## src/gpsl_defs.svh

```systemverilog
`ifndef GPSL_DEFS_SVH
`define GPSL_DEFS_SVH

// ----------------------------------------------------------------
// Register byte offsets
// ----------------------------------------------------------------
`define GPSL_OFS_OUT        12'h504
`define GPSL_OFS_OUTSET     12'h508
`define GPSL_OFS_OUTCLR     12'h50C
`define GPSL_OFS_IN         12'h510
`define GPSL_OFS_DIR        12'h514
`define GPSL_OFS_DIRSET     12'h518
`define GPSL_OFS_DIRCLR     12'h51C
`define GPSL_OFS_CAPTURE    12'h520
`define GPSL_OFS_HITSEL     12'h524
`define GPSL_OFS_CFG_BASE   12'h700
`define GPSL_OFS_CFG_LAST   12'h77C

// ----------------------------------------------------------------
// Field values and reset values
// ----------------------------------------------------------------
`define GPSL_CFG_MASK       32'h0013_070F
`define GPSL_CFG_RESET      32'h0000_0002
`define GPSL_SENSE_HIGH     2'h2
`define GPSL_SENSE_LOW      2'h3
`define GPSL_PULL_DOWN      2'h1
`define GPSL_PULL_UP        2'h3
`define GPSL_HTRANS_NONSEQ  2'h2
`define GPSL_WORD_ZERO      32'h0000_0000
`define GPSL_MAX_PINS       32

`endif

```

## src/gpsl_pkg.sv

```systemverilog
package gpsl_pkg;

    // ------------------------------------------------------------
    // Per-pin configuration word
    // ------------------------------------------------------------
    typedef struct packed {
        logic [10:0] rsv3;
        logic        analog;
        logic [1:0]  rsv2;
        logic [1:0]  sense;
        logic [4:0]  rsv1;
        logic [2:0]  drive;
        logic [3:0]  rsv0;
        logic [1:0]  pull;
        logic        in_disc;
        logic        dir;
    } gpsl_pin_cfg_s;

    // ------------------------------------------------------------
    // Latched bus address phase
    // ------------------------------------------------------------
    typedef struct packed {
        logic [11:0] addr;
        logic        write;
        logic        valid;
    } gpsl_ahb_req_s;

    // ------------------------------------------------------------
    // Source of the common detect output
    // ------------------------------------------------------------
    typedef enum logic {
        GPSL_SRC_LEVEL,
        GPSL_SRC_STICKY
    } gpsl_src_e;

endpackage

```

## src/gpsl_port.sv

```systemverilog
// Design decisions made here: the placing of the registers and the AHB-Lite register port.
`timescale 1ns/1ps
`include "gpsl_defs.svh"

// What this block does
// - Up to 32 pins, each reached by its own index.
// - Per-pin config: direction, drive, pulls, sense, buffer, analog.
// - Pin configs keep contents across low-power resets; own power-on reset.
// - Sense field picks high-level or low-level detection per pin.
// - Each pin has its own level-hit signal, high while input matches sense.
// - Default mode ORs all level-hit signals into one common detect output.
// - Sensing and detect output keep working in running and off states.
// - Enabling sense on an already matching pin raises its hit at once.
// - Port event only when detect rises from low; none if already high.
// - A rising level-hit sets the capture bit at the pin's index.
// - Clearing a capture bit does nothing while that pin's hit is high.
// - Capture bits clear only by writing 1; writing 0 leaves them.
// - A falling level-hit leaves its capture bit unchanged.
// - Sticky hit signal is high while any capture bit is 1, except for one cycle after any write to the capture register.
// - Sticky hit signal goes low after any capture write; it stays low only once all capture bits are clear.
// - Bits left after a clear give a fresh rising edge on sticky hit.
// - Capture register readable any time, whatever the detect source.
// - Source select picks OR of level hits or the sticky hit signal.
// - Disconnected input buffer hides the pin from input value and sense.
// - Other blocks may override output value and output enable and read pin inputs.
module gpsl_port
    import gpsl_pkg::*;
#(
    parameter int NPINS = `GPSL_MAX_PINS
)(
    input  wire logic             hclk,
    input  wire logic             hresetn,
    input  wire logic             por_n,
    input  wire logic             hsel,
    input  wire logic [31:0]      haddr,
    input  wire logic [1:0]       htrans,
    input  wire logic             hwrite,
    input  wire logic [2:0]       hsize,
    input  wire logic [31:0]      hwdata,
    input  wire logic             hready,
    output logic [31:0]           hrdata,
    output logic                  hreadyout,
    output logic                  hresp,
    input  wire logic [NPINS-1:0] pin_in,
    output logic [NPINS-1:0]      pin_out,
    output logic [NPINS-1:0]      pin_oe,
    output logic [NPINS-1:0]      pin_pull_up,
    output logic [NPINS-1:0]      pin_pull_down,
    output logic [NPINS-1:0]      analog_pin_input,
    output logic [3*NPINS-1:0]    pin_drive,
    input  wire logic [NPINS-1:0] periph_ovr,
    input  wire logic [NPINS-1:0] periph_out,
    input  wire logic [NPINS-1:0] periph_oe,
    input  wire logic [NPINS-1:0] periph_in_en,
    output logic [NPINS-1:0]      periph_din,
    output logic [NPINS-1:0]      level_hit,
    output logic                  sticky_hit_signal,
    output logic                  port_detect,
    output logic                  port_event
);

    // ------------------------------------------------------------
    // Parameter check
    // ------------------------------------------------------------
    if (NPINS < 1 || NPINS > `GPSL_MAX_PINS) begin : g_bad_npins
        $error("NPINS must lie between 1 and 32");
    end

    // ------------------------------------------------------------
    // State
    // ------------------------------------------------------------
    gpsl_pin_cfg_s    cfg_reg [NPINS];
    gpsl_ahb_req_s    req_reg;
    gpsl_src_e        hit_source_select;
    logic [NPINS-1:0] out_reg;
    logic [NPINS-1:0] capture_reg;
    logic [NPINS-1:0] hit_reg;
    logic [NPINS-1:0] in_reg;
    logic [31:0]      hrdata_reg;
    logic             sticky_reg;
    logic             detect_reg;
    logic             event_reg;
    logic             readyout_reg;
    logic             hresp_reg;

    // ------------------------------------------------------------
    // Bus decode
    // ------------------------------------------------------------
    wire              take      = hsel & hready &
                                  (htrans == `GPSL_HTRANS_NONSEQ);
    wire [11:0]       a_addr    = haddr[11:0];
    wire              wr        = req_reg.valid & req_reg.write;
    wire [11:0]       w_addr    = req_reg.addr;
    wire [NPINS-1:0]  wdat      = hwdata[NPINS-1:0];

    wire              wr_out    = wr & (w_addr == `GPSL_OFS_OUT);
    wire              wr_outset = wr & (w_addr == `GPSL_OFS_OUTSET);
    wire              wr_outclr = wr & (w_addr == `GPSL_OFS_OUTCLR);
    wire              wr_dir    = wr & (w_addr == `GPSL_OFS_DIR);
    wire              wr_dirset = wr & (w_addr == `GPSL_OFS_DIRSET);
    wire              wr_dirclr = wr & (w_addr == `GPSL_OFS_DIRCLR);
    wire              wr_cap    = wr & (w_addr == `GPSL_OFS_CAPTURE);
    wire              wr_hitsel = wr & (w_addr == `GPSL_OFS_HITSEL);
    wire              wr_cfg    = wr & (w_addr >= `GPSL_OFS_CFG_BASE) &
                                  (w_addr <= `GPSL_OFS_CFG_LAST);
    wire [4:0]        w_idx     = w_addr[6:2];
    wire [4:0]        r_idx     = a_addr[6:2];
    wire              r_cfg     = (a_addr >= `GPSL_OFS_CFG_BASE) &
                                  (a_addr <= `GPSL_OFS_CFG_LAST) &
                                  (r_idx < NPINS);

    // ------------------------------------------------------------
    // Per-pin logic
    // ------------------------------------------------------------
    logic [NPINS-1:0] dir_vec;
    logic [NPINS-1:0] hit_now;
    logic [NPINS-1:0] in_now;
    logic [NPINS-1:0] eff_out;
    logic [NPINS-1:0] eff_oe;
    logic [NPINS-1:0] pu_next;
    logic [NPINS-1:0] pd_next;
    logic [NPINS-1:0] ana_next;
    logic [3*NPINS-1:0] drv_next;

    for (genvar i = 0; i < NPINS; i++) begin : g_pin
        wire       buf_on  = ~cfg_reg[i].in_disc;
        wire [1:0] sns     = cfg_reg[i].sense;
        wire       want_hi = (sns == `GPSL_SENSE_HIGH);
        wire       want_lo = (sns == `GPSL_SENSE_LOW);
        assign dir_vec[i]  = cfg_reg[i].dir;
        assign in_now[i]   = pin_in[i] & buf_on;
        // Pure level compare, no edge needed to fire
        assign hit_now[i]  = buf_on &
                             ((want_hi & pin_in[i]) |
                              (want_lo & ~pin_in[i]));
        assign eff_out[i]  = periph_ovr[i] ? periph_out[i]
                                           : out_reg[i];
        assign eff_oe[i]   = periph_ovr[i] ? periph_oe[i]
                                           : dir_vec[i];
        assign pu_next[i]  = (cfg_reg[i].pull == `GPSL_PULL_UP);
        assign pd_next[i]  = (cfg_reg[i].pull == `GPSL_PULL_DOWN);
        assign ana_next[i] = cfg_reg[i].analog;
        assign drv_next[3*i +: 3] = cfg_reg[i].drive;
    end

    // ------------------------------------------------------------
    // Capture and detect next values
    // ------------------------------------------------------------
    wire [NPINS-1:0] hit_rise  = hit_now & ~hit_reg;
    wire [NPINS-1:0] clr_mask  = wr_cap ? wdat : '0;
    wire [NPINS-1:0] clr_ok    = clr_mask & ~hit_now;
    wire [NPINS-1:0] cap_next  = (capture_reg & ~clr_ok) |
                                 hit_rise;
    // A clear with bits left drops the sticky line for one cycle
    wire             sticky_nx = (|cap_next) & ~wr_cap;
    wire             level_or  = |hit_now;
    wire             detect_nx = (hit_source_select == GPSL_SRC_STICKY)
                                 ? sticky_nx : level_or;
    wire             event_nx  = detect_nx & ~detect_reg;

    wire [NPINS-1:0] out_next  = wr_out    ? wdat :
                                 wr_outset ? (out_reg | wdat) :
                                 wr_outclr ? (out_reg & ~wdat) :
                                 out_reg;
    wire [NPINS-1:0] dir_next  = wr_dir    ? wdat :
                                 wr_dirset ? (dir_vec | wdat) :
                                 wr_dirclr ? (dir_vec & ~wdat) :
                                 dir_vec;

    // ------------------------------------------------------------
    // Read mux
    // ------------------------------------------------------------
    logic [31:0] rd_mux;
    wire  [31:0] cfg_word = r_cfg ? cfg_reg[r_idx] : `GPSL_WORD_ZERO;

    always_comb begin
        rd_mux = `GPSL_WORD_ZERO;
        case (a_addr)
            `GPSL_OFS_OUT,
            `GPSL_OFS_OUTSET,
            `GPSL_OFS_OUTCLR:  rd_mux[NPINS-1:0] = out_reg;
            `GPSL_OFS_IN:      rd_mux[NPINS-1:0] = in_reg;
            `GPSL_OFS_DIR,
            `GPSL_OFS_DIRSET,
            `GPSL_OFS_DIRCLR:  rd_mux[NPINS-1:0] = dir_vec;
            `GPSL_OFS_CAPTURE: rd_mux[NPINS-1:0] = capture_reg;
            `GPSL_OFS_HITSEL:  rd_mux[0] = hit_source_select;
            default:           rd_mux = cfg_word;
        endcase
    end

    // ------------------------------------------------------------
    // Retained pin configuration
    // ------------------------------------------------------------
    // Only the power-on reset clears these
    for (genvar i = 0; i < NPINS; i++) begin : g_cfg
        wire sel = wr_cfg & (w_idx == i);
        always_ff @(posedge hclk or negedge por_n) begin
            if (!por_n) begin
                cfg_reg[i] <= `GPSL_CFG_RESET;
            end else if (sel) begin
                cfg_reg[i] <= hwdata & `GPSL_CFG_MASK;
            end else begin
                cfg_reg[i].dir <= dir_next[i];
            end
        end
    end

    // ------------------------------------------------------------
    // Bus slave registers
    // ------------------------------------------------------------
    always_ff @(posedge hclk or negedge hresetn) begin
        if (!hresetn) begin
            req_reg      <= '0;
            hrdata_reg   <= `GPSL_WORD_ZERO;
            readyout_reg <= 1'b0;
            hresp_reg    <= 1'b0;
        end else begin
            hresp_reg     <= 1'b0;
            req_reg.valid <= take;
            req_reg.write <= hwrite;
            req_reg.addr  <= a_addr;
            hrdata_reg    <= (take & ~hwrite) ? rd_mux
                                              : `GPSL_WORD_ZERO;
            readyout_reg  <= 1'b1;
        end
    end

    // ------------------------------------------------------------
    // Port registers
    // ------------------------------------------------------------
    always_ff @(posedge hclk or negedge hresetn) begin
        if (!hresetn) begin
            out_reg           <= '0;
            hit_source_select <= GPSL_SRC_LEVEL;
        end else begin
            out_reg <= out_next;
            if (wr_hitsel) begin
                hit_source_select <= gpsl_src_e'(hwdata[0]);
            end
        end
    end

    // ------------------------------------------------------------
    // Sense, capture and detect
    // ------------------------------------------------------------
    // No gating by power state, so sensing runs in every state
    always_ff @(posedge hclk or negedge hresetn) begin
        if (!hresetn) begin
            hit_reg     <= '0;
            capture_reg <= '0;
            sticky_reg  <= 1'b0;
            detect_reg  <= 1'b0;
            event_reg   <= 1'b0;
            in_reg      <= '0;
        end else begin
            hit_reg     <= hit_now;
            capture_reg <= cap_next;
            sticky_reg  <= sticky_nx;
            detect_reg  <= detect_nx;
            event_reg   <= event_nx;
            in_reg      <= in_now;
        end
    end

    // ------------------------------------------------------------
    // Pad and peripheral outputs
    // ------------------------------------------------------------
    logic [NPINS-1:0]   pout_reg;
    logic [NPINS-1:0]   poe_reg;
    logic [NPINS-1:0]   pu_reg;
    logic [NPINS-1:0]   pd_reg;
    logic [NPINS-1:0]   ana_reg;
    logic [NPINS-1:0]   pdin_reg;
    logic [3*NPINS-1:0] drv_reg;

    always_ff @(posedge hclk or negedge hresetn) begin
        if (!hresetn) begin
            pout_reg <= '0;
            poe_reg  <= '0;
            pu_reg   <= '0;
            pd_reg   <= '0;
            ana_reg  <= '0;
            pdin_reg <= '0;
            drv_reg  <= '0;
        end else begin
            pout_reg <= eff_out;
            poe_reg  <= eff_oe;
            pu_reg   <= pu_next;
            pd_reg   <= pd_next;
            ana_reg  <= ana_next;
            pdin_reg <= pin_in & (periph_in_en | ~dir_vec);
            drv_reg  <= drv_next;
        end
    end

    assign hrdata            = hrdata_reg;
    assign hreadyout         = readyout_reg;
    assign hresp             = hresp_reg;
    assign pin_out           = pout_reg;
    assign pin_oe            = poe_reg;
    assign pin_pull_up       = pu_reg;
    assign pin_pull_down     = pd_reg;
    assign analog_pin_input  = ana_reg;
    assign pin_drive         = drv_reg;
    assign periph_din        = pdin_reg;
    assign level_hit         = hit_reg;
    assign sticky_hit_signal = sticky_reg;
    assign port_detect       = detect_reg;
    assign port_event        = event_reg;

endmodule

```

## config.mk

```make
export PLATFORM = sky130hd
export DESIGN_NAME = gpsl_port
export DESIGN_NICKNAME = d
export VERILOG_FILES = /design/src/gpsl_pkg.sv /design/src/gpsl_port.sv
export VERILOG_INCLUDE_DIRS = /design/src /design/src/src
export SDC_FILE = /design/constraint.sdc
export NUM_CORES = 1
export LEC_CHECK = 0
export ABC_AREA = 0
export BUFFER_PORTS_ARGS = -buffer_cell sky130_fd_sc_hd__buf_2
export CORE_UTILIZATION = 47
export DETAILED_ROUTE_END_ITERATION = 12
export GPL_TIMING_DRIVEN = 0
export HOLD_SLACK_MARGIN = 0.06
export PLACE_DENSITY = 0.73
export SETUP_SLACK_MARGIN = 0.2
export SLEW_MARGIN = 20
export SYNTH_ARGS = -nofsm -noshare
export SYNTH_HDL_FRONTEND = slang
export SYNTH_SLANG_ARGS = --single-unit
```

## constraint.sdc

```tcl
create_clock -name hclk -period 6.15 [get_ports hclk]
set_input_delay 1.23 -clock hclk [delete_from_list [all_inputs] [get_ports hclk]]
set_output_delay 1.23 -clock hclk [all_outputs]
set_load 0.1 [all_outputs]
```

==> tab_implementation.tex, run 1 <==
\begin{tabular}{lr}
\hline
Metric & Value \\
\hline
\multicolumn{2}{l}{\textbf{Drt}} \\
\quad Antenna Nets Post-Route & 0 \\
\quad Total Wirelength & 112000 um \\
\quad Overall via count from detail\_route & 23300 \\
\quad Detail-routed net length per standard cell & 28.6 um \\
\quad First-pass detailed-route iteration total & 7 \\
\quad Detailed-route DRC error count & 0 \\
\quad Average vias per placed instance & 5.92 \\
\quad Violation count after the first detailed-route iteration & 2701 \\
\multicolumn{2}{l}{\textbf{Clocking}} \\
\quad CTS Hold Buffers Added & 0 \\
\quad Clock tree from TritonCTS & yes \\
\quad Post-cts repair resize count & 0 \\
\quad Post-CTS Setup Repair Bufs & 0 \\
\quad Number of buffers on the longest clock path & 3 \\
\quad Number of buffers added by the clock tree synthesis step & 83 \\
\quad Root buf cell & sky130\_fd\_sc\_hd\_\_clkbuf\_16 \\
\quad Latest clock arrival within the worst-skew pair & 0.66 ns \\
\quad Number of clock sinks & 787 \\
\quad Clk slew on worst S/H paths & 0.06 ns \\
\quad Number of H-tree branching levels & 3 \\
\multicolumn{2}{l}{\textbf{Placed design}} \\
\quad I/O Buffers & 559 \\
\quad Setup WS pre-CTS & 1.83 ns \\
\quad Gp weighted congestion & 0.973 \\
\quad Instance area at placement & 35400 sq um \\
\quad Half-perimeter wire length of the detailed placement result & 84300 um \\
\multicolumn{2}{l}{\textbf{Outcome}} \\
\quad Status & complete, no violations \\
\multicolumn{2}{l}{\textbf{Pwr}} \\
\quad PD cells & 322 nW/um\^{}2 \\
\quad Worst-case vdd ir drop & 0.000254 V \\
\quad Overall power consumption & 12.3 mW \\
\quad Leak pwr & 17.9 nW \\
\multicolumn{2}{l}{\textbf{Floorplan}} \\
\quad Die Y & 260 um \\
\quad Initial Utilization & 47.5\% \\
\quad Core Rows & 94 \\
\quad Placeable Area & 65900 sq um \\
\quad Area enclosed by the die boundary & 67600 sq um \\
\quad I/O pin total & 592 \\
\quad Horiz. Die Dim & 260 um \\
\multicolumn{2}{l}{\textbf{STA}} \\
\quad Final Hold Violating Endpoints & 0 \\
\quad Setup violators final & 0 \\
\quad Final worst-path cycle share & 61.3\% \\
\quad TNS Setup & 0 ns \\
\quad Maximum achievable frequency & 265 MHz \\
\quad Tmin final & 3.77 ns \\
\quad Setup skew after layout & 0.0348 ns \\
\quad Post-layout worst setup margin & 2.38 ns \\
\quad Slew HR & 13.2\% \\
\quad Unrepaired setup endpoints after global routing & no \\
\quad Actual slew at the worst max-slew pin & 1.29 ns \\
\quad Final number of max-transition violations & 0 \\
\multicolumn{2}{l}{\textbf{Logic synthesis}} \\
\quad Library cell with the largest summed area after synthesis & sky130\_fd\_sc\_hd\_\_dfrtp\_1 \\
\quad Top area cells in the synthesized netlist & sky130\_fd\_sc\_hd\_\_dfrtp\_1 (60\%), sky130\_fd\_sc\_hd\_\_mux2\_2 (10\%), sky130\_fd\_sc\_hd\_\_mux4\_2 (7.2\%) \\
\quad Number of standard cells after synthesis & 2337 \\
\quad Sequential area share after synthesis & 63.0\% \\
\quad Leading cell type by number of instances after synthesis & sky130\_fd\_sc\_hd\_\_dfrtp\_1 \\
\quad Net count of the mapped netlist & 2572 \\
\quad Most frequently used flop master after synthesis & sky130\_fd\_sc\_hd\_\_dfrtp\_1 \\
\quad Register bit count reported by yosys & 787 \\
\quad Synthesized cell area & 31300 sq um \\
\quad Netlist cell types & 57 \\
\quad Most common library cells after synthesis & sky130\_fd\_sc\_hd\_\_dfrtp\_1 (755), sky130\_fd\_sc\_hd\_\_mux2\_2 (290), sky130\_fd\_sc\_hd\_\_nand2\_1 (264) \\
\quad Synth top area share & 60.4\% \\
\quad Per-instance average area after synthesis & 13.4 sq um \\
\quad Number of warnings reported in the yosys synthesis log & 0 \\
\quad Async SR Flop Fraction & 100\% \\
\quad Post-synth EDFFs & 0 \\
\multicolumn{2}{l}{\textbf{Global route}} \\
\quad Number of antenna violations at the first check in global routing & 14 \\
\quad Number of global-route vias before repair & 23500 \\
\quad Global Route Usage Sum & 33.2\% \\
\quad Grt ovf & 0 \\
\quad Global routing usage on met1 & 44.1\% \\
\quad Largest net degree at the start of global routing & 103 \\
\quad GR met2 Demand/Resource & 51.9\% \\
\quad Most used routing layer in global routing & met2 \\
\quad Global routing met3 resource utilization & 7.77\% \\
\quad Global-route wire length before repair & 160000 um \\
\multicolumn{2}{l}{\textbf{Critical path}} \\
\quad Launch instance of the worst register-to-register path & w\_addr[7]\$\_DFF\_PN0\_ \\
\quad Endpoint kind of the worst setup timing path & flop \\
\quad Critical path cell sequence & buf\_2, nor4bb\_2, nand3b\_1, nor3\_1, clkbuf\_1, a221oi\_1, o22ai\_1 \\
\quad Start point of the critical path & haddr[10] \\
\quad Largest fanout on the critical path & 10 \\
\quad Buffering stage count on the worst path with inverters included & 2 \\
\quad Top delay family on crit path & simple AND/OR/NAND/NOR gates \\
\quad Slowest cell on the critical path & sky130\_fd\_sc\_hd\_\_nor4bb\_2 \\
\quad Arrival time of the worst setup path & 4.27 ns \\
\quad Worst path required time & 6.65 ns \\
\quad CP peak stage delay & 0.69 ns \\
\quad Critical path type & input port to flop \\
\quad Critical path startpoint category & input port \\
\quad Minimum setup slack among reg-to-reg paths & 2.81 ns \\
\multicolumn{2}{l}{\textbf{Finish}} \\
\quad Flip-flop count of the largest register after layout & 192 \\
\quad Post-route standard cell area excluding fillers & 38300 sq um \\
\quad Layout overhead on the synthesized area & 22.4\% \\
\quad Final \#Nets & 3223 \\
\quad Share of layout cells above drive strength 1 & 38.8\% \\
\multicolumn{2}{l}{\textbf{Flow run}} \\
\quad Max Cap Violations & 0 \\
\multicolumn{2}{l}{\textbf{Hold path}} \\
\quad Hold/Removal Path Class & flop to flop \\
\quad Min-Delay Startpoint & ana\_next[9]\$\_DFFE\_PN0P\_ \\
\hline
\end{tabular}
through the flow:
stage                     utilization [%]  hold WS (ns)  std cells
after floorplan                         -         0.364       2337
after global placement               53.4         0.376       3760
after detailed placement             53.8         0.381       3767
after CTS                            58.1         0.388       3922
after global routing                 58.1         0.404       3928
final                                58.2         0.382       3932
power breakdown:
part	internal [mW]	switching (mW)
registers	5.37	0.154
logic	0.372	1.17
clock network	3.09	2.17
cell type report:
cell class,instances,area [sq um]
diodes,10,25.0
plain buffers,140,603
clock buffers,126,2460
clock inverters,29,414
fillers,5358,27600
inverters,72,270
multi-input cells,1338,10700
flip-flops and latches,787,19700
well taps,864,1080
repair buffers,566,3010
routing by layer:
metal	vias up	routed length, um	part of all wire [%]
met3	293	10300	9.2
met1	12000	43900	39
met5	-	62	0.055
li1	9528	-	-
met4	10	5330	4.7
met2	1415	52800	47
cell usage in the layout, fill, tap and decap left out, types with 12 or more instances in the layout:
cell type | Yosys | routed
sky130_fd_sc_hd__a21boi_0 | 32 | 32
sky130_fd_sc_hd__a21oi_1 | 36 | 36
sky130_fd_sc_hd__a221oi_1 | 32 | 32
sky130_fd_sc_hd__a31oi_1 | 50 | 50
sky130_fd_sc_hd__and2_1 | 33 | 33
sky130_fd_sc_hd__buf_1 | 16 | 12
sky130_fd_sc_hd__buf_2 | 38 | 598
sky130_fd_sc_hd__clkbuf_1 | 77 | 98
sky130_fd_sc_hd__clkbuf_16 | 0 | 83
sky130_fd_sc_hd__clkbuf_8 | 0 | 22
sky130_fd_sc_hd__dfrtp_1 | 755 | 755
sky130_fd_sc_hd__dfstp_2 | 32 | 32
sky130_fd_sc_hd__inv_1 | 72 | 72
sky130_fd_sc_hd__mux2_2 | 290 | 290
sky130_fd_sc_hd__mux4_2 | 100 | 100
sky130_fd_sc_hd__nand2_1 | 264 | 264
sky130_fd_sc_hd__nand2b_1 | 17 | 17
sky130_fd_sc_hd__nor2_1 | 110 | 110
sky130_fd_sc_hd__nor2b_1 | 74 | 74
sky130_fd_sc_hd__nor4_1 | 16 | 16
sky130_fd_sc_hd__o21ai_0 | 139 | 139
sky130_fd_sc_hd__xnor2_1 | 19 | 19
sky130_fd_sc_hd__xor2_1 | 13 | 13
path summary, 6_finish.rpt:
| check | endpoint | cells after the start |
|---|---|---|
| setup reg to reg | port_event$_DFF_PN0_ | 9 |
| hold / removal | analog_pin_input[9]$_DFF_PN0_ | 0 |
| setup / recovery | hrdata[17]$_DFF_PN0_ | 7 |
| min in group asynchronous | ana_next[11]$_DFFE_PN0P_ | 1 |
| max in group asynchronous | hrdata[3]$_DFF_PN0_ | 3 |
| hold reg to reg | analog_pin_input[9]$_DFF_PN0_ | 0 |
cells by family after synthesis:
group                     Yosys count  share of synthesized area, %
xor gates and xnor gates           32                         0.895
muxes                             401                          18.0
other                               2                        0.0240
DFF                               787                          63.0
buffers and inverters             212                          2.77
and+or+nand+nor                   568                          8.55
AOI/OAI and AO/OA                 335                          6.73
Note: power is estimated with default switching activity, not from simulation.
==> inputs of run 2 (changes only) <==
- PLACE_DENSITY: 0.73 -> 0.76
- clock period: 6.15 -> 3.04 ns (I/O delays scaled with it)
==> run 2 against run 1 <==
Against the previous run: count of clock-buffer cells in the layout fell by 15; design area grew 0.64%; power rose by 100%; register-to-register slack worse by 2.6 ns; first-iteration DRC count is 13% lower; critical path depth unchanged; worst setup slack worse by 2.2 ns; utilization increased by 0.37 points; routed wire length down 0.77%; sequential cell count unchanged.
==> tab_implementation.tex, run 2 (synthesized netlist as in run 1, its figures left out) <==
\begin{tabular}{lr}
\hline
Metric & Value \\
\hline
\multicolumn{2}{l}{\textbf{Outcome}} \\
\quad Status & complete, no violations \\
\multicolumn{2}{l}{\textbf{Floorplan}} \\
\quad Die Y & 260 um (unchanged) \\
\quad Horiz. Die Dim & 260 um (unchanged) \\
\quad Area enclosed by the die boundary & 67600 sq um (unchanged) \\
\quad Core Rows & 94 (unchanged) \\
\quad Placeable Area & 65900 sq um (unchanged) \\
\quad Initial Utilization & 47.5\% (unchanged) \\
\quad I/O pin total & 592 (unchanged) \\
\multicolumn{2}{l}{\textbf{Finish}} \\
\quad Flip-flop count of the largest register after layout & 192 (unchanged) \\
\quad Fin util & 58.5\% (+0.37 points) \\
\quad Highest-count cells in the layout ignoring fill and taps & sky130\_fd\_sc\_hd\_\_dfrtp\_1 (755), sky130\_fd\_sc\_hd\_\_buf\_2 (596), sky130\_fd\_sc\_hd\_\_mux2\_2 (290), sky130\_fd\_sc\_hd\_\_nand2\_1 (264), sky130\_fd\_sc\_hd\_\_o21ai\_0 (139) \\
\quad Final \#Nets & 3229 (+0.19\%) \\
\quad FILL cells & 5243 (-2.1\%) \\
\quad Footprint of the multi-input gates & 10900 sq um (+1.3\%) \\
\quad Layout overhead on the synthesized area & 23.2\% \\
\quad Post-route standard cell area excluding fillers & 38600 sq um (+0.64\%) \\
\quad Most common cell after layout, fill and taps aside & sky130\_fd\_sc\_hd\_\_dfrtp\_1 \\
\quad Sequential cell area & 19700 sq um (unchanged) \\
\quad Share of layout cells above drive strength 1 & 40.0\% (+1.3 points) \\
\multicolumn{2}{l}{\textbf{STA}} \\
\quad Setup violators final & 0 (unchanged) \\
\quad TNS Setup & 0 ns (unchanged) \\
\quad Final worst-path cycle share & 93.3\% \\
\quad Final Hold Violating Endpoints & 0 (unchanged) \\
\quad Final number of max-transition violations & 0 (unchanged) \\
\quad Tmin final & 2.84 ns \\
\quad Slew HR & 27.8\% (+15 points) \\
\quad Unrepaired setup endpoints after global routing & yes \\
\quad Actual slew at the worst max-slew pin & 1.08 ns (-0.210 ns) \\
\quad Maximum achievable frequency & 353 MHz \\
\quad Setup skew after layout & 0.0282 ns (-0.00654 ns) \\
\multicolumn{2}{l}{\textbf{Critical path}} \\
\quad Critical path startpoint category & input port \\
\quad Capturing instance or port of the critical path & hrdata[2]\$\_DFF\_PN0\_ \\
\quad Critical path type & input port to flop \\
\quad Endpoint of the most critical register-to-register path & port\_event\$\_DFF\_PN0\_ \\
\quad Worst Reg-to-Reg Cells & 10 (+1) \\
\quad Launch instance of the worst register-to-register path & w\_addr[2]\$\_DFF\_PN0\_ \\
\quad Arrival time of the worst setup path & 3.32 ns (-0.95 ns) \\
\quad Endpoint kind of the worst setup timing path & flop \\
\quad Worst path required time & 3.52 ns (-3.13 ns) \\
\quad Largest fanout on the critical path & 10 (unchanged) \\
\quad Start point of the critical path & haddr[3] \\
\quad Minimum setup slack among reg-to-reg paths & 0.23 ns (-2.58 ns) \\
\multicolumn{2}{l}{\textbf{Flow run}} \\
\quad Max Cap Violations & 0 (unchanged) \\
\multicolumn{2}{l}{\textbf{Global route}} \\
\quad Largest net degree at the start of global routing & 97 (-5.8\%) \\
\quad Number of global-route vias before repair & 23000 (-2.0\%) \\
\quad Global Route Usage Sum & 32.9\% (-0.31 points) \\
\quad Number of antenna violations at the first check in global routing & 17 (+3) \\
\quad Global-route wire length before repair & 158000 um (-1.5\%) \\
\quad Grt ovf & 0 (unchanged) \\
\multicolumn{2}{l}{\textbf{Drt}} \\
\quad Overall via count from detail\_route & 23100 (-0.67\%) \\
\quad Detailed-route DRC error count & 0 (unchanged) \\
\quad First-pass detailed-route iteration total & 7 (unchanged) \\
\quad Total Wirelength & 111000 um (-0.77\%) \\
\quad Detail-routed net length per standard cell & 28.3 um (-0.92\%) \\
\quad Average vias per placed instance & 5.87 (-0.82\%) \\
\quad Violation count after the first detailed-route iteration & 2343 (-13\%) \\
\quad Antenna Nets Post-Route & 0 (unchanged) \\
\multicolumn{2}{l}{\textbf{Placed design}} \\
\quad I/O Buffers & 559 (unchanged) \\
\quad Gp weighted congestion & 0.965 (-0.83\%) \\
\quad Half-perimeter wire length of the detailed placement result & 82400 um (-2.3\%) \\
\quad Instance area at placement & 35500 sq um (+0.17\%) \\
\multicolumn{2}{l}{\textbf{Clocking}} \\
\quad Number of clock sinks & 787 (unchanged) \\
\quad Number of H-tree branching levels & 3 (unchanged) \\
\quad Number of buffers added by the clock tree synthesis step & 83 (unchanged) \\
\quad Latest clock arrival within the worst-skew pair & 0.66 ns (about the same) \\
\quad Root buf cell & sky130\_fd\_sc\_hd\_\_clkbuf\_16 \\
\quad Number of buffers on the longest clock path & 3 (unchanged) \\
\quad Clock tree from TritonCTS & yes \\
\quad Clk slew on worst S/H paths & 0.06 ns (about the same) \\
\multicolumn{2}{l}{\textbf{Pwr}} \\
\quad Worst-case vdd ir drop & 0.000405 V (+59\%) \\
\quad Leak pwr & 18.0 nW (+0.64\%) \\
\quad Switching power of the nets & 7.07 mW (+100\%) \\
\quad Part of the total power dissipated in the clock network & 42.4\% (-0.3 points) \\
\quad Switching portion of total power & 28.4\% (+0.046 points) \\
\quad Portion of total power attributed to combinational logic & 12.7\% (+0.2 points) \\
\quad Overall power consumption & 24.8 mW (+100\%) \\
\quad Internal power of the cells & 17.8 mW (+100\%) \\
\quad PD cells & 644 nW/um\^{}2 (+100\%) \\
\quad Fraction of power consumed by sequential logic & 44.9\% (about the same) \\
\multicolumn{2}{l}{\textbf{Hold path}} \\
\quad Hold/Removal Path Class & input port to flop \\
\hline
\end{tabular}
==> run 2: cell types whose count changed in the layout (fill, tap and decap cells not counted), sizes merged <==
cell and change:
clkdlybuf4s15 +4, dlygate4sd3 +3, bufinv +2, clkbuf -13
clkinv +8, diode +2, clkinvlp +3, buf -3
==> run 2: power by group through the flow <==
stage                     logic (mW)  clock network (mW)  registers, mW
final                           3.16                10.5           11.2
after global routing            3.29                11.0           11.2
after CTS                       3.15                10.6           11.1
after detailed placement        3.13                   0           11.3
after global placement          3.05                   0           11.3
after floorplan                0.744                   0           12.6
==> run 2: worst min path at each step <==
stage / from / to / cells past startpoint
2_1_floorplan: por_n / asynchronous set/reset pin / 0
3_3_place_gp: ana_next[8]$_DFFE_PN0P_ / analog_pin_input[8]$_DFF_PN0_ / 0
3_5_place_dp: cfg_reg[778]$_DFFE_PN0P_ / pin_drive[23]$_DFF_PN0_ / 0
4_1_cts: hwrite / req_reg[1]$_DFF_PN0_ / 1
5_1_grt: hwrite / req_reg[1]$_DFF_PN0_ / 1
6_report: hwrite / req_reg[1]$_DFF_PN0_ / 1
==> run 2: stage by stage <==
step | setup slack [ns] | hold slack, ns | instances
final | 0.204 | 0.0843 | 3938
after global routing | 0.157 | 0.0742 | 3934
after CTS | 0.174 | 0.0652 | 3926
after detailed placement | -0.698 | 0.378 | 3769
after global placement | -8.36 | 0.371 | 3760
after floorplan | 0.550 | 0.312 | 2337
==> run 2: area by class of cell <==
class | count | share of cell area (%)
Antenna cell | 12 | 0.0779
Buffer | 140 | 1.75
Clock buffer | 111 | 6.00
Clock inverter | 42 | 1.28
Inverter | 72 | 0.701
Multi-Input combinational cell | 1338 | 28.2
Sequential cell | 787 | 51.2
Tap cell | 864 | 2.80
Timing Repair Buffer | 572 | 8.05
==> run 2: worst max-delay path: stages <==
cell	delay, ns
sky130_fd_sc_hd__buf_2	0.23
sky130_fd_sc_hd__clkbuf_1	0.39
sky130_fd_sc_hd__clkdlybuf4s15_2	0.68
sky130_fd_sc_hd__mux4_2	0.40
sky130_fd_sc_hd__mux4_2	0.47
sky130_fd_sc_hd__mux2i_1	0.38
sky130_fd_sc_hd__o22ai_1	0.14
==> run 2: timing repair <==
| action | CTS | global route |
|---|---|---|
| resized for setup | 25 | 49 |
| setup endpoints to repair | 97 | 109 |
| buffers inserted | 1 | 0 |
| pin swaps | 3 | 4 |
| hold buffers | 3 | 0 |
| endpoints found under the hold margin | 138 | 0 |
==> run 2: metal layers <==
metal | vias up | track usage (%) | wire, um
li1 | 9574 | - | -
met4 | 16 | 16.5 | 5790
met5 | - | 0 | 84
met3 | 326 | 8.04 | 10300
met2 | 1385 | 49.9 | 51300
met1 | 11800 | 44.2 | 44000
==> inputs of run 3 (changes only) <==
- CORE_UTILIZATION: 47 -> 50
- PLACE_DENSITY: 0.76 -> 0.8
==> run 3 against run 2 <==
Against the previous run: count of clock-buffer cells in the layout rose by 5; utilization rose by 3.6 points; sequential cell count did not move; via count rose by 1.6%; worst hold slack improved by 0.0052 ns; fmax rose by 0.11%; cell count fell by 0.91%; sequential power barely moved; clock power barely moved; first-iteration DRC count rose by 12%; critical endpoint is now hrdata[1]$_DFF_PN0_; highest routed layer unchanged.
==> tab_implementation.tex, run 3 (synthesized netlist as in run 1, its figures left out) <==
\begin{tabular}{lr}
\hline
Metric & Value \\
\hline
\multicolumn{2}{l}{\textbf{Outcome}} \\
\quad Status & complete, no violations \\
\multicolumn{2}{l}{\textbf{Finish}} \\
\quad Flip-flop count of the largest register after layout & 192 (unchanged) \\
\quad Share of layout cells above drive strength 1 & 39.9\% (-0.14 points) \\
\quad Most common cell after layout, fill and taps aside & sky130\_fd\_sc\_hd\_\_dfrtp\_1 \\
\quad Final \#Nets & 3229 (unchanged) \\
\quad Layout overhead on the synthesized area & 22.7\% \\
\quad Post-layout instance count excluding filler cells & 3902 (-0.91\%) \\
\quad Highest-count cells in the layout ignoring fill and taps & sky130\_fd\_sc\_hd\_\_dfrtp\_1 (755), sky130\_fd\_sc\_hd\_\_buf\_2 (591), sky130\_fd\_sc\_hd\_\_mux2\_2 (290), sky130\_fd\_sc\_hd\_\_nand2\_1 (264), sky130\_fd\_sc\_hd\_\_o21ai\_0 (139) \\
\quad Post-route standard cell area excluding fillers & 38400 sq um (-0.35\%) \\
\quad Fin util & 62.1\% (+3.6 points) \\
\multicolumn{2}{l}{\textbf{Floorplan}} \\
\quad Die Y & 252 um (-3.0\%) \\
\quad I/O pin total & 592 (unchanged) \\
\quad Area enclosed by the die boundary & 63600 sq um (-6.0\%) \\
\quad Horiz. Die Dim & 252 um (-3.0\%) \\
\quad Initial Utilization & 50.6\% (+3.1 points) \\
\quad Core Rows & 91 (-3.2\%) \\
\quad Placeable Area & 61800 sq um (-6.1\%) \\
\multicolumn{2}{l}{\textbf{Pwr}} \\
\quad Leak pwr & 18.0 nW (-0.11\%) \\
\quad Portion of total power attributed to combinational logic & 12.7\% (about the same) \\
\quad Part of the total power dissipated in the clock network & 42.0\% (-0.4 points) \\
\quad Fraction of power consumed by sequential logic & 45.2\% (+0.3 points) \\
\quad Overall power consumption & 24.7 mW (-0.57\%) \\
\quad Internal power of the cells & 17.7 mW (-0.25\%) \\
\quad Worst-case vdd ir drop & 0.000437 V (+8.0\%) \\
\quad Switching power of the nets & 6.97 mW (-1.4\%) \\
\quad PD cells & 643 nW/um\^{}2 (-0.22\%) \\
\quad Switching portion of total power & 28.2\% (-0.23 points) \\
\multicolumn{2}{l}{\textbf{Drt}} \\
\quad First-pass detailed-route iteration total & 6 (-1) \\
\quad Violation count after the first detailed-route iteration & 2635 (+12\%) \\
\quad Overall via count from detail\_route & 23500 (+1.6\%) \\
\quad Detailed-route DRC error count & 0 (unchanged) \\
\quad Antenna Nets Post-Route & 0 (unchanged) \\
\quad Average vias per placed instance & 6.02 (+2.6\%) \\
\quad Detail-routed net length per standard cell & 28.7 um (+1.6\%) \\
\quad Total Wirelength & 112000 um (+0.63\%) \\
\multicolumn{2}{l}{\textbf{Clocking}} \\
\quad Clock tree from TritonCTS & yes \\
\quad Number of buffers on the longest clock path & 3 (unchanged) \\
\quad Root buf cell & sky130\_fd\_sc\_hd\_\_clkbuf\_16 \\
\quad Latest clock arrival within the worst-skew pair & 0.64 ns (-0.02 ns) \\
\quad Number of buffers added by the clock tree synthesis step & 81 (-2.4\%) \\
\quad Number of clock sinks & 787 (unchanged) \\
\quad Number of H-tree branching levels & 3 (unchanged) \\
\quad Clk slew on worst S/H paths & 0.06 ns (about the same) \\
\multicolumn{2}{l}{\textbf{STA}} \\
\quad Unrepaired setup endpoints after global routing & yes \\
\quad Setup violators final & 0 (unchanged) \\
\quad Maximum achievable frequency & 353 MHz (+0.11\%) \\
\quad Setup skew after layout & 0.0188 ns (-0.00943 ns) \\
\quad Final Hold Violating Endpoints & 0 (unchanged) \\
\quad Tmin final & 2.83 ns (-0.00318 ns) \\
\quad TNS Setup & 0 ns (unchanged) \\
\quad Post-layout worst setup margin & 0.207 ns (+0.00318 ns) \\
\quad Worst hold slack & 0.0895 ns (+0.00521 ns) \\
\quad Final number of max-transition violations & 0 (unchanged) \\
\quad Actual slew at the worst max-slew pin & 1.07 ns (-0.0140 ns) \\
\quad Slew HR & 28.8\% (+0.93 points) \\
\quad Final worst-path cycle share & 93.2\% (-0.10 points) \\
\multicolumn{2}{l}{\textbf{Critical path}} \\
\quad Critical path startpoint category & input port \\
\quad Largest fanout on the critical path & 10 (unchanged) \\
\quad Launch instance of the worst register-to-register path & w\_addr[2]\$\_DFF\_PN0\_ \\
\quad Arrival time of the worst setup path & 3.26 ns (-0.06 ns) \\
\quad Endpoint kind of the worst setup timing path & flop \\
\quad Endpoint of the most critical register-to-register path & port\_event\$\_DFF\_PN0\_ \\
\quad Critical path type & input port to flop \\
\quad Worst Reg-to-Reg Cells & 9 (-1) \\
\quad Worst path required time & 3.46 ns (-0.06 ns) \\
\quad Minimum setup slack among reg-to-reg paths & 0.24 ns (about the same) \\
\multicolumn{2}{l}{\textbf{Placed design}} \\
\quad Post-Place Cells & 3742 (-0.72\%) \\
\quad Setup WS pre-CTS & -0.996 ns (-0.298 ns) \\
\quad Instance area at placement & 35400 sq um (-0.17\%) \\
\quad Gp weighted congestion & 0.979 (+1.4\%) \\
\quad I/O Buffers & 559 (unchanged) \\
\quad Half-perimeter wire length of the detailed placement result & 84200 um (+2.2\%) \\
\multicolumn{2}{l}{\textbf{Global route}} \\
\quad Global Route Usage Sum & 35.4\% (+2.6 points) \\
\quad Number of global-route vias before repair & 23800 (+3.6\%) \\
\quad Largest net degree at the start of global routing & 105 (+8.2\%) \\
\quad Number of antenna violations at the first check in global routing & 12 (-5) \\
\quad Grt ovf & 0 (unchanged) \\
\quad Global-route wire length before repair & 162000 um (+2.4\%) \\
\multicolumn{2}{l}{\textbf{Hold path}} \\
\quad Min-Delay Startpoint & haddr[8] \\
\quad Worst min-delay path endpoint & w\_addr[8]\$\_DFF\_PN0\_ \\
\quad Hold depth & 1 (unchanged) \\
\quad Hold/Removal Path Class & input port to flop \\
\multicolumn{2}{l}{\textbf{Flow run}} \\
\quad Max Cap Violations & 0 (unchanged) \\
\hline
\end{tabular}
-- run 3: cell types whose count changed in the layout (fill, tap and decap cells not counted), sizes merged --
cell | before | now
clkbuf | 196 | 203
clkdlybuf4s15 | 4 | 5
inv | 78 | 76
diode | 12 | 7
dlygate4sd3 | 3 | 2
clkinv | 21 | 17
clkinvlp | 6 | 1
-- run 3: metal layers --
| layer | up-vias | wire [um] | global-route usage, % | share of wire, % |
|---|---|---|---|---|
| met5 | - | 76 | 0 | 0.068 |
| met3 | 292 | 10200 | 7.44 | 9.1 |
| li1 | 9543 | - | - | - |
| met4 | 10 | 5440 | 16.6 | 4.9 |
| met1 | 12200 | 44400 | 48.0 | 40 |
| met2 | 1438 | 52100 | 55.1 | 46 |
-- run 3: cell type report --
class	count	area [sq um]
tap	837	1050
antenna	7	17.5
sequential	787	19700
multi-input combinational	1338	10800
clock inverter	31	435
fill	4815	23400
inverter	72	270
buffer	140	693
timing repair buffer	574	3100
clock buffer	116	2320
-- run 3: worst max-delay path by stage --
stage	startpoint	end	slack, ns	cells after the start
6_report	haddr[3]	hrdata[1]$_DFF_PN0_	0.21	7
5_1_grt	w_addr[7]$_DFF_PN0_	ana_next[1]$_DFFE_PN0P_	0.15	8
4_1_cts	haddr[2]	hrdata[20]$_DFF_PN0_	0.11	9
3_5_place_dp	haddr[10]	hrdata[20]$_DFF_PN0_	-1.0	7
3_3_place_gp	hresetn	hreadyout$_DFF_PN0_	-7.89	1
2_1_floorplan	haddr[2]	hrdata[0]$_DFF_PN0_	0.55	5
-- run 3: power groups by stage --
| stage | Clock, mW | Combinational [mW] | Sequential (mW) |
|---|---|---|---|
| global route | 10.8 | 3.27 | 11.2 |
| detailed placement | 0 | 3.12 | 11.3 |
| CTS | 10.4 | 3.15 | 11.2 |
| finish | 10.4 | 3.15 | 11.2 |
| global placement | 0 | 3.04 | 11.3 |
| floorplan | 0 | 0.744 | 12.6 |
-- run 3: repair_timing --
action	4_1_cts	5_1_grt
hold buffers	2	0
gates cloned	0	0
setup buffers	2	2
setup endpoints to repair	118	123
endpoints found under the hold margin	145	0
pin swaps	3	3
resized for setup	29	46
-- run 3: worst max-delay path: stages --
cell,delay [ns]
sky130_fd_sc_hd__buf_2,0.27
sky130_fd_sc_hd__clkbuf_1,0.37
sky130_fd_sc_hd__clkdlybuf4s15_2,0.60
sky130_fd_sc_hd__mux4_2,0.38
sky130_fd_sc_hd__mux4_2,0.54
sky130_fd_sc_hd__mux2i_1,0.25
sky130_fd_sc_hd__o22ai_1,0.22
